**src/design/pic_regs.vh**
```
`ifndef PIC_REGS_VH
`define PIC_REGS_VH

// register byte addresses (printed offsets are multiples of four, except the port request register)
`define PIC_ADDR_REQ_LOW    12'hfc0
`define PIC_ADDR_REQ_PORT   12'hfc3
`define PIC_ADDR_CTRL       12'hfc4
`define PIC_ADDR_EN_LOW     12'hfc8
`define PIC_ADDR_EN_PORT    12'hfcc
`define PIC_ADDR_PRIO_LOW   12'hfd0
`define PIC_ADDR_PRIO_PORT  12'hfd4
`define PIC_ADDR_VECTOR     12'hfd8

// printed index of the port request register (not a multiple of four)
`define PIC_IDX_REQ_PORT    12'hfc3

// pending_request_low fields
`define PIC_BIT_TIMER_ONE   6
`define PIC_BIT_TIMER_ZERO  5
`define PIC_BIT_SERIAL_RX   4
`define PIC_BIT_SERIAL_TX   3
`define PIC_BIT_CONVERTER   0
`define PIC_REQ_LOW_MASK    8'h79

// control register fields
`define PIC_BIT_GLOBAL_EN   7

// reset values
`define PIC_RST_REQ         8'h00
`define PIC_RST_EN          8'h00
`define PIC_RST_PRIO        16'h0000

// priority level codes
`define PIC_LEVEL_OFF       2'h0
`define PIC_LEVEL_ONE       2'h1
`define PIC_LEVEL_TWO       2'h2
`define PIC_LEVEL_THREE     2'h3

// vector code for top-level sources
`define PIC_VEC_TOP         5'h1f
`define PIC_VEC_NONE        5'h00

`endif

```
**src/design/pic_controller.v**
```verilog
// Overview of operation
// - enable instr, return, or write 1 sets enable
// - disable instr, write 0, reset, traps clear enable
// - core acknowledge clears the global enable
// - three priority levels per maskable source
// - level three beats two beats one
// - fixed source order breaks ties in level
// - reset, watchdog, traps outrank all maskables (here the trap instruction raises no request, it only clears enable)
// - pulse latches pending bit until cleared
// - acknowledge clears the served pending bit
// - software write of zero clears pending
// - forward winner only while globally enabled
// - low register: timers, serial, converter layout
// - port register: pins, shared lowvolt, comparator
// - watchdog and oscillator traps bypass registers
//
// Chosen here: the Avalon-MM register port.
`timescale 1ns/1ps
`default_nettype none
`include "pic_regs.vh"

module pic_controller (
	input  wire        clock_i,
	input  wire        reset_i,
	input  wire [11:0] avs_address_i,
	input  wire        avs_read_i,
	input  wire        avs_write_i,
	input  wire [31:0] avs_writedata_i,
	output reg  [31:0] avs_readdata_o,
	output wire        avs_waitrequest_o,
	input  wire [7:0]  req_low_pulse_i,
	input  wire [7:0]  req_port_pulse_i,
	input  wire        enable_interrupt_instr_i,
	input  wire        return_from_interrupt_instr_i,
	input  wire        disable_interrupt_instr_i,
	input  wire        trap_instr_i,
	input  wire        illegal_instr_trap_i,
	input  wire        primary_osc_fail_i,
	input  wire        watchdog_osc_fail_i,
	input  wire        watchdog_irq_i,
	input  wire        irq_ack_i,
	output reg         irq_o,
	output reg  [4:0]  irq_vector_o,
	output reg  [1:0]  irq_level_o,
	output wire        global_irq_enable_o
);

	reg        global_irq_enable;
	reg [7:0]  pending_request_low;
	reg [7:0]  pending_request_port;
	reg [7:0]  enable_low;
	reg [7:0]  enable_port;
	reg [15:0] prio_low;
	reg [15:0] prio_port;
	reg        bus_ack;
	reg        top_pend;
	reg [4:0]  next_vector;
	reg [1:0]  next_level;
	reg        next_valid;
	reg [15:0] next_clr;

	wire [15:0] pend_all;
	wire [15:0] en_all;
	wire [31:0] prio_all;
	wire        access;
	wire        wr_req;
	wire        rd_req;
	wire        top_event;
	integer     k;

	// pending update: written zeros clear, ack clears, pulse wins
	function [7:0] pending_next;
		input [7:0] cur;
		input [7:0] clr;
		input       wsel;
		input [7:0] wdata;
		input [7:0] pulse;
		begin
			pending_next = (cur & ~clr & (wsel ? wdata : 8'hff)) | pulse;
		end
	endfunction

	function [1:0] level_of;
		input [31:0] p;
		input [3:0]  idx;
		begin
			level_of = p[idx*2 +: 2];
		end
	endfunction

	assign pend_all = {pending_request_port, pending_request_low};
	assign en_all   = {enable_port, enable_low};
	assign prio_all = {prio_port, prio_low};
	assign access   = avs_read_i | avs_write_i;
	// one wait cycle, the answer is given on the second edge
	assign avs_waitrequest_o = access & ~bus_ack;
	// writes land at the edge where waitrequest is low
	assign wr_req = avs_write_i & bus_ack;
	assign rd_req = avs_read_i & ~bus_ack;
	assign global_irq_enable_o = global_irq_enable;
	assign top_event = watchdog_irq_i | primary_osc_fail_i | watchdog_osc_fail_i
		| illegal_instr_trap_i;

	// arbitration of maskable sources
	always @* begin
		next_valid  = 1'b0;
		next_vector = `PIC_VEC_NONE;
		next_level  = `PIC_LEVEL_OFF;
		for (k = 0; k < 16; k = k + 1) begin
			if (pend_all[k] && en_all[k] && level_of(prio_all, k[3:0]) != `PIC_LEVEL_OFF
				&& level_of(prio_all, k[3:0]) >= next_level) begin
				next_valid  = 1'b1;
				next_vector = {1'b0, k[3:0]};
				next_level  = level_of(prio_all, k[3:0]);
			end
		end
		if (top_pend) begin
			next_valid  = 1'b1;
			next_vector = `PIC_VEC_TOP;
			next_level  = `PIC_LEVEL_THREE;
		end
	end

	// acknowledge clears the currently presented source
	always @* begin
		next_clr = 16'h0000;
		if (irq_ack_i && irq_o && irq_vector_o != `PIC_VEC_TOP) begin
			next_clr[irq_vector_o[3:0]] = 1'b1;
		end
	end

	always @(posedge clock_i or posedge reset_i) begin
		if (reset_i) begin
			bus_ack <= 1'b0;
		end else begin
			bus_ack <= access & ~bus_ack;
		end
	end

	// global enable
	always @(posedge clock_i or posedge reset_i) begin
		if (reset_i) begin
			global_irq_enable <= 1'b0;
		end else if (disable_interrupt_instr_i | trap_instr_i | illegal_instr_trap_i
			| primary_osc_fail_i | watchdog_osc_fail_i) begin
			global_irq_enable <= 1'b0;
		end else if (irq_ack_i && irq_o) begin
			global_irq_enable <= 1'b0;
		end else if (enable_interrupt_instr_i | return_from_interrupt_instr_i) begin
			global_irq_enable <= 1'b1;
		end else if (wr_req && avs_address_i == `PIC_ADDR_CTRL) begin
			global_irq_enable <= avs_writedata_i[`PIC_BIT_GLOBAL_EN];
		end
	end

	// pending bits, a new pulse wins over any clear
	always @(posedge clock_i or posedge reset_i) begin
		if (reset_i) begin
			pending_request_low  <= `PIC_RST_REQ;
			pending_request_port <= `PIC_RST_REQ;
			top_pend             <= 1'b0;
		end else begin
			pending_request_low <= pending_next(pending_request_low, next_clr[7:0],
				wr_req && avs_address_i == `PIC_ADDR_REQ_LOW, avs_writedata_i[7:0],
				req_low_pulse_i) & `PIC_REQ_LOW_MASK;
			pending_request_port <= pending_next(pending_request_port, next_clr[15:8],
				wr_req && avs_address_i == `PIC_ADDR_REQ_PORT, avs_writedata_i[7:0],
				req_port_pulse_i);
			top_pend <= top_event | (top_pend & ~(irq_ack_i && irq_o
				&& irq_vector_o == `PIC_VEC_TOP));
		end
	end

	// configuration registers
	always @(posedge clock_i or posedge reset_i) begin
		if (reset_i) begin
			enable_low  <= `PIC_RST_EN;
			enable_port <= `PIC_RST_EN;
			prio_low    <= `PIC_RST_PRIO;
			prio_port   <= `PIC_RST_PRIO;
		end else if (wr_req) begin
			case (avs_address_i)
				`PIC_ADDR_EN_LOW: begin
					enable_low <= avs_writedata_i[7:0] & `PIC_REQ_LOW_MASK;
				end
				`PIC_ADDR_EN_PORT: begin
					enable_port <= avs_writedata_i[7:0];
				end
				`PIC_ADDR_PRIO_LOW: begin
					prio_low <= avs_writedata_i[15:0];
				end
				`PIC_ADDR_PRIO_PORT: begin
					prio_port <= avs_writedata_i[15:0];
				end
				default: begin
					enable_low <= enable_low;
				end
			endcase
		end
	end

	// request to core
	always @(posedge clock_i or posedge reset_i) begin
		if (reset_i) begin
			irq_o        <= 1'b0;
			irq_vector_o <= `PIC_VEC_NONE;
			irq_level_o  <= `PIC_LEVEL_OFF;
		end else begin
			irq_o        <= next_valid & global_irq_enable & ~(irq_ack_i & irq_o);
			irq_vector_o <= next_vector;
			irq_level_o  <= next_level;
		end
	end

	// read data
	always @(posedge clock_i or posedge reset_i) begin
		if (reset_i) begin
			avs_readdata_o <= 32'h00000000;
		end else if (rd_req) begin
			case (avs_address_i)
				`PIC_ADDR_REQ_LOW:   avs_readdata_o <= {24'h000000, pending_request_low};
				`PIC_ADDR_REQ_PORT:  avs_readdata_o <= {24'h000000, pending_request_port};
				`PIC_ADDR_CTRL:      avs_readdata_o <= {24'h000000, global_irq_enable, 7'h00};
				`PIC_ADDR_EN_LOW:    avs_readdata_o <= {24'h000000, enable_low};
				`PIC_ADDR_EN_PORT:   avs_readdata_o <= {24'h000000, enable_port};
				`PIC_ADDR_PRIO_LOW:  avs_readdata_o <= {16'h0000, prio_low};
				`PIC_ADDR_PRIO_PORT: avs_readdata_o <= {16'h0000, prio_port};
				`PIC_ADDR_VECTOR:    avs_readdata_o <= {24'h000000, next_valid, next_level,
					next_vector};
				default:             avs_readdata_o <= 32'h00000000;
			endcase
		end
	end

endmodule // pic_controller
`default_nettype wire

```
**config.mk**
```make
export PLATFORM = sky130hd
export DESIGN_NAME = pic_controller
export DESIGN_NICKNAME = d
export VERILOG_FILES = /design/src/design/pic_controller.v
export VERILOG_INCLUDE_DIRS = /design/src /design/src/design
export SDC_FILE = /design/constraint.sdc
export NUM_CORES = 1
export LEC_CHECK = 0
export BUFFER_PORTS_ARGS = -buffer_cell sky130_fd_sc_hd__buf_2
export CAP_MARGIN = 20
export CORE_AREA = 3 3 111 113
export CTS_BUF_LIST = sky130_fd_sc_hd__clkbuf_8
export DETAILED_ROUTE_END_ITERATION = 8
export DIE_AREA = 0 0 114 116
export GPL_TIMING_DRIVEN = 0
export MAX_ROUTING_LAYER = met4
export PLACE_DENSITY = 0.72
export SYNTH_ARGS = -nofsm -noshare
export SYNTH_HDL_FRONTEND = slang
export SYNTH_SLANG_ARGS = --single-unit
export TNS_END_PERCENT = 1
```
**constraint.sdc**
```tcl
create_clock -name clock_i -period 17.1 [get_ports clock_i]
set_input_delay 1.71 -clock clock_i [delete_from_list [all_inputs] [get_ports clock_i]]
set_output_delay 1.71 -clock clock_i [all_outputs]
set_load 0.05 [all_outputs]
```
==> results.txt <==
----------------------------------------------------
[Placed design]
  Placer Congestion ... about 0.92
  Detail Placement HPWL ... between 10000 and 15000 microns
  Buffers on Ports ... 77
  Placement-stage cell area ... between 5000 and 6000 sq um

[Layout]
  Post-route cell area ... ~5900 sq um
  P&R area growth vs syn ... 17.2%
  Fill cell instance count of the final layout ... approximately 1100
  Footprint of the multi-input gates ... between 2000 and 3000 sq um
  Total Nets Final ... approximately 700
  Layout cells sized above 1 ... roughly a quarter
  Total inserted antenna cells ... 0
  Register area ... about 2100 sq um

[Clocking]
  Master cell of the clock root buffer ... sky130_fd_sc_hd__clkbuf_8
  H-Tree Depth ... 3
  Source-to-sink clock delay at the later pin of the worst-skew pair ... approximately 0.38 ns
  Number of buffers inserted to repair setup after CTS ... 0
  Clock transition at the registers of the reported paths ... approximately 0.09 ns
  Inserted Clock Buffers ... 9
  Total clock sinks ... 85
  Maximum count of clock buffers along a single path ... 2
  CTS tree ... built

[Floorplan]
  Floorplan die area ... about 13000 sq um
  I/O pin count ... approximately 120
  Row Count ... 39
  Placeable core area ... about 11000 sq um
  Die span in y ... approximately 120 microns
  Width of the chip ... 114 microns
  Starting utilization of the core area ... ~44%

[STA]
  Period Utilization, post-route ... between 90 and 100%
  Count of final setup violators ... 0
  Relative slew slack ... between 20% and 30%
  Highest clock frequency the design can meet ... around 0.063 GHz
  Post-route setup TNS ... 0 ns
  Post-route clock skew ... between 0.01 and 0.015 ns
  Final min period ... about 16 ns
  Transition at the pin with the smallest max-transition slack ... 1.09 ns
  Setup repair after global routing missed its margin ... no
  Final Max Tran Viols ... 0
  Fin. Hold Viols ... 0

[GRT]
  GRT overflow ... 0
  Vias in the first global route ... ~4500
  Initial antenna violation count ... 0
  Largest net degree at the start of global routing ... 74
  Overall track demand over capacity in global routing ... about 25%
  Wire length of the first global-routing pass ... 24100 microns

[Critical path]
  Critical R2R Launch ... pending_request_low[0]$_DFF_PP0_
  RR Endpoint ... avs_readdata_o[7]$_DFFE_PP0P_
  Required time of the worst setup path ... about 17 ns
  Max stage delay on crit path ... roughly 0.52 ns
  Worst Setup Start Kind ... flip-flop
  Max Fanout on Critical Path ... 10
  Worst path most repeated cell ... sky130_fd_sc_hd__ha_1
  Worst R2R Setup Slack ... around 1.2 ns
  Number of cells on the worst reg-to-reg path ... 74
  Critical-path cell with the highest stage delay ... sky130_fd_sc_hd__a21boi_0
  Worst Setup End Kind ... flip-flop
  Type of the setup path with the least slack ... reg2reg
  Crit path DAT ... approximately 16 ns

[Route]
  Residual DRC count ... 0
  Detail Route Antenna Nets ... 0
  Drt first-iter violations ... around 550
  Via density ... roughly 6
  Final wirelength ... about 16000 microns
  DR pass1 iterations ... 5
  Via count ... 4658
  Wire length per cell ... 20.0 microns

[Logic synthesis]
  Synth area leaders ... sky130_fd_sc_hd__dfrtp_1 (42%), sky130_fd_sc_hd__mux2_2 (7.1%), sky130_fd_sc_hd__ha_1 (3.7%)
  Most repeated cell in the gate-level netlist after synthesis ... sky130_fd_sc_hd__dfrtp_1
  Part of the Yosys area used for sequential elements ... between 40% and 50%
  Number of distinct standard cells referenced by the synthesized netlist ... 68
  Number of enable flip-flop cells after synthesis ... 0
  Post-synthesis area per instance ... 9.65 sq um
  Share of the synthesized area in the top cell type ... 42.0%
  Cell taking the most area after synthesis ... sky130_fd_sc_hd__dfrtp_1
  Commonest cells in the synthesized netlist ... sky130_fd_sc_hd__dfrtp_1 (85), sky130_fd_sc_hd__nor2_1 (45), sky130_fd_sc_hd__nand2_1 (41), sky130_fd_sc_hd__mux2_2 (32), sky130_fd_sc_hd__nand2b_1 (27)
  Cells after synthesis ... 525
  Flops & latches, synth ... 85
  Post-Syn Area ... 5070 sq um
  YS warnings ... 0
  FFs w/ async S/R, synth ... 100%
  Post-synth top flop ... sky130_fd_sc_hd__dfrtp_1

[Power]
  Net switching power ... about 0.00013 W
  Part of the total power dissipated in the clock network ... roughly a third
  Internal Power ... between 0.0002 and 0.0003 W
  Reg power frac ... between 40% and 50%
  Switching Share ... between 30% and 40%
  Combinational fraction of design power ... about 16%
  Power per cell area ... ~72 nW/um^2
  Leakage ... roughly 2.8 nW
  Peak supply drop ... between 0.07 and 0.08 mV

[Worst hold path]
  Endpoint of the worst hold-timing path ... avs_readdata_o[10]$_DFFE_PP0P_
  Worst hold path cell count ... 2
  Class of the worst hold path ... reg2reg
  Hold Path Origin ... avs_readdata_o[10]$_DFFE_PP0P_

[Status]
  Run status ... completed

[Job]
  Max_cap viols ... 0

----------------------------------------------------
## cell families after synthesis
| group | count (synthesis) | synth area share, % |
|---|---|---|
| adder cells (fa/ha/maj) | 17 | 4.10 |
| multiplexers | 35 | 7.80 |
| other | 1 | 0.0740 |
| buffers and inverters | 56 | 5.33 |
| AND/OR/NAND/NOR | 189 | 19.3 |
| flip-flops | 85 | 42.0 |
| AO/OA/AOI/OAI | 142 | 21.4 |
## area by class of cell
| type | count | share of cell area [%] |
|---|---|---|
| Tap cell | 143 | 3.01 |
| Clock inverter | 6 | 1.03 |
| Inverter | 24 | 1.56 |
| Buffer | 32 | 3.03 |
| Clock buffer | 10 | 2.32 |
| Multi-Input combinational cell | 399 | 46.1 |
| Timing Repair Buffer | 80 | 7.12 |
| Sequential cell | 85 | 35.8 |
## flip-flops by register name, indices dropped and copies added (netlist names)
name and count:
irq_o 1, enable_port 8, irq_level_o 2, top_pend 1, bus_ack 1, irq_vector_o 5
global_irq_enable_o 1, avs_readdata_o 16, prio_low 16, prio_port 16, enable_low 5, pending_request_low 5
pending_request_port 8
## metrics by stage
stage / std cells / utilization, % / setup slack [ns] / power (W) / hold slack (ns)
6_report: 779 / 52.0 / 1.20 / 0.000426 / 0.509
5_1_grt: 779 / 52.0 / 0.0326 / 0.000440 / 0.530
4_1_cts: 779 / 52.0 / 1.15 / 0.000428 / 0.516
3_5_place_dp: 763 / 50.2 / 1.22 / 0.000281 / 0.497
3_3_place_gp: 760 / 49.8 / 1.66 / 0.000280 / 0.486
2_1_floorplan: 540 / - / 3.46 / 0.000261 / 0.441
## repair_timing
| item | CTS | global route |
|---|---|---|
| hold buffers | 0 | 0 |
| endpoints found under the setup margin | 0 | 2 |
| gates resized for setup | 0 | 1 |
## how the worst max path moves through the flow
stage	from	to	slack, ns	cells after the start
after floorplan	pending_request_low[0]$_DFF_PP0_	avs_readdata_o[7]$_DFFE_PP0P_	3.46	72
after global placement	pending_request_low[0]$_DFF_PP0_	avs_readdata_o[7]$_DFFE_PP0P_	1.66	74
after detailed placement	pending_request_low[0]$_DFF_PP0_	avs_readdata_o[7]$_DFFE_PP0P_	1.22	72
after CTS	pending_request_low[0]$_DFF_PP0_	avs_readdata_o[7]$_DFFE_PP0P_	1.15	74
after global routing	pending_request_low[0]$_DFF_PP0_	avs_readdata_o[7]$_DFFE_PP0P_	0.03	72
final	pending_request_low[0]$_DFF_PP0_	avs_readdata_o[7]$_DFFE_PP0P_	1.20	74
## layer usage
layer | routed length, microns | track usage, %
met5 | 0 | -
met3 | 1550 | 5.90
met4 | 405 | 7.13
met1 | 6350 | 31.7
met2 | 7280 | 38.9
## cell usage in the layout (no fill, tap or decap), types with 16 or more instances in the layout
cell type	instances
sky130_fd_sc_hd__dfrtp_1	85
sky130_fd_sc_hd__buf_2	79
sky130_fd_sc_hd__nor2_1	45
sky130_fd_sc_hd__nand2_1	41
sky130_fd_sc_hd__mux2_2	32
sky130_fd_sc_hd__nand2b_1	27
sky130_fd_sc_hd__o21ai_0	26
sky130_fd_sc_hd__a21oi_1	25
sky130_fd_sc_hd__inv_1	21
sky130_fd_sc_hd__nand3_1	19
sky130_fd_sc_hd__buf_4	16
sky130_fd_sc_hd__conb_1	16
## power by group through the flow
stage / combinational (W) / clock, W / sequential (W)
4_1_cts: 0.0000672 / 0.000150 / 0.000210
5_1_grt: 0.0000723 / 0.000157 / 0.000211
6_report: 0.0000671 / 0.000149 / 0.000210
3_3_place_gp: 0.0000655 / 0 / 0.000214
2_1_floorplan: 0.0000274 / 0 / 0.000233
3_5_place_dp: 0.0000672 / 0 / 0.000214
## critical path: cells and delay by family (launching register included)
| family | cells | cell delay [ns] |
|---|---|---|
| adders and majority gates | 14 | 3.87 |
| buffers and inverters | 3 | 0.28 |
| DFF | 1 | 0.44 |
| and+or+nand+nor | 32 | 5.81 |
| muxes | 1 | 0.34 |
| AOI/OAI and AO/OA | 24 | 5.04 |
(Power assumes the default switching activity.)
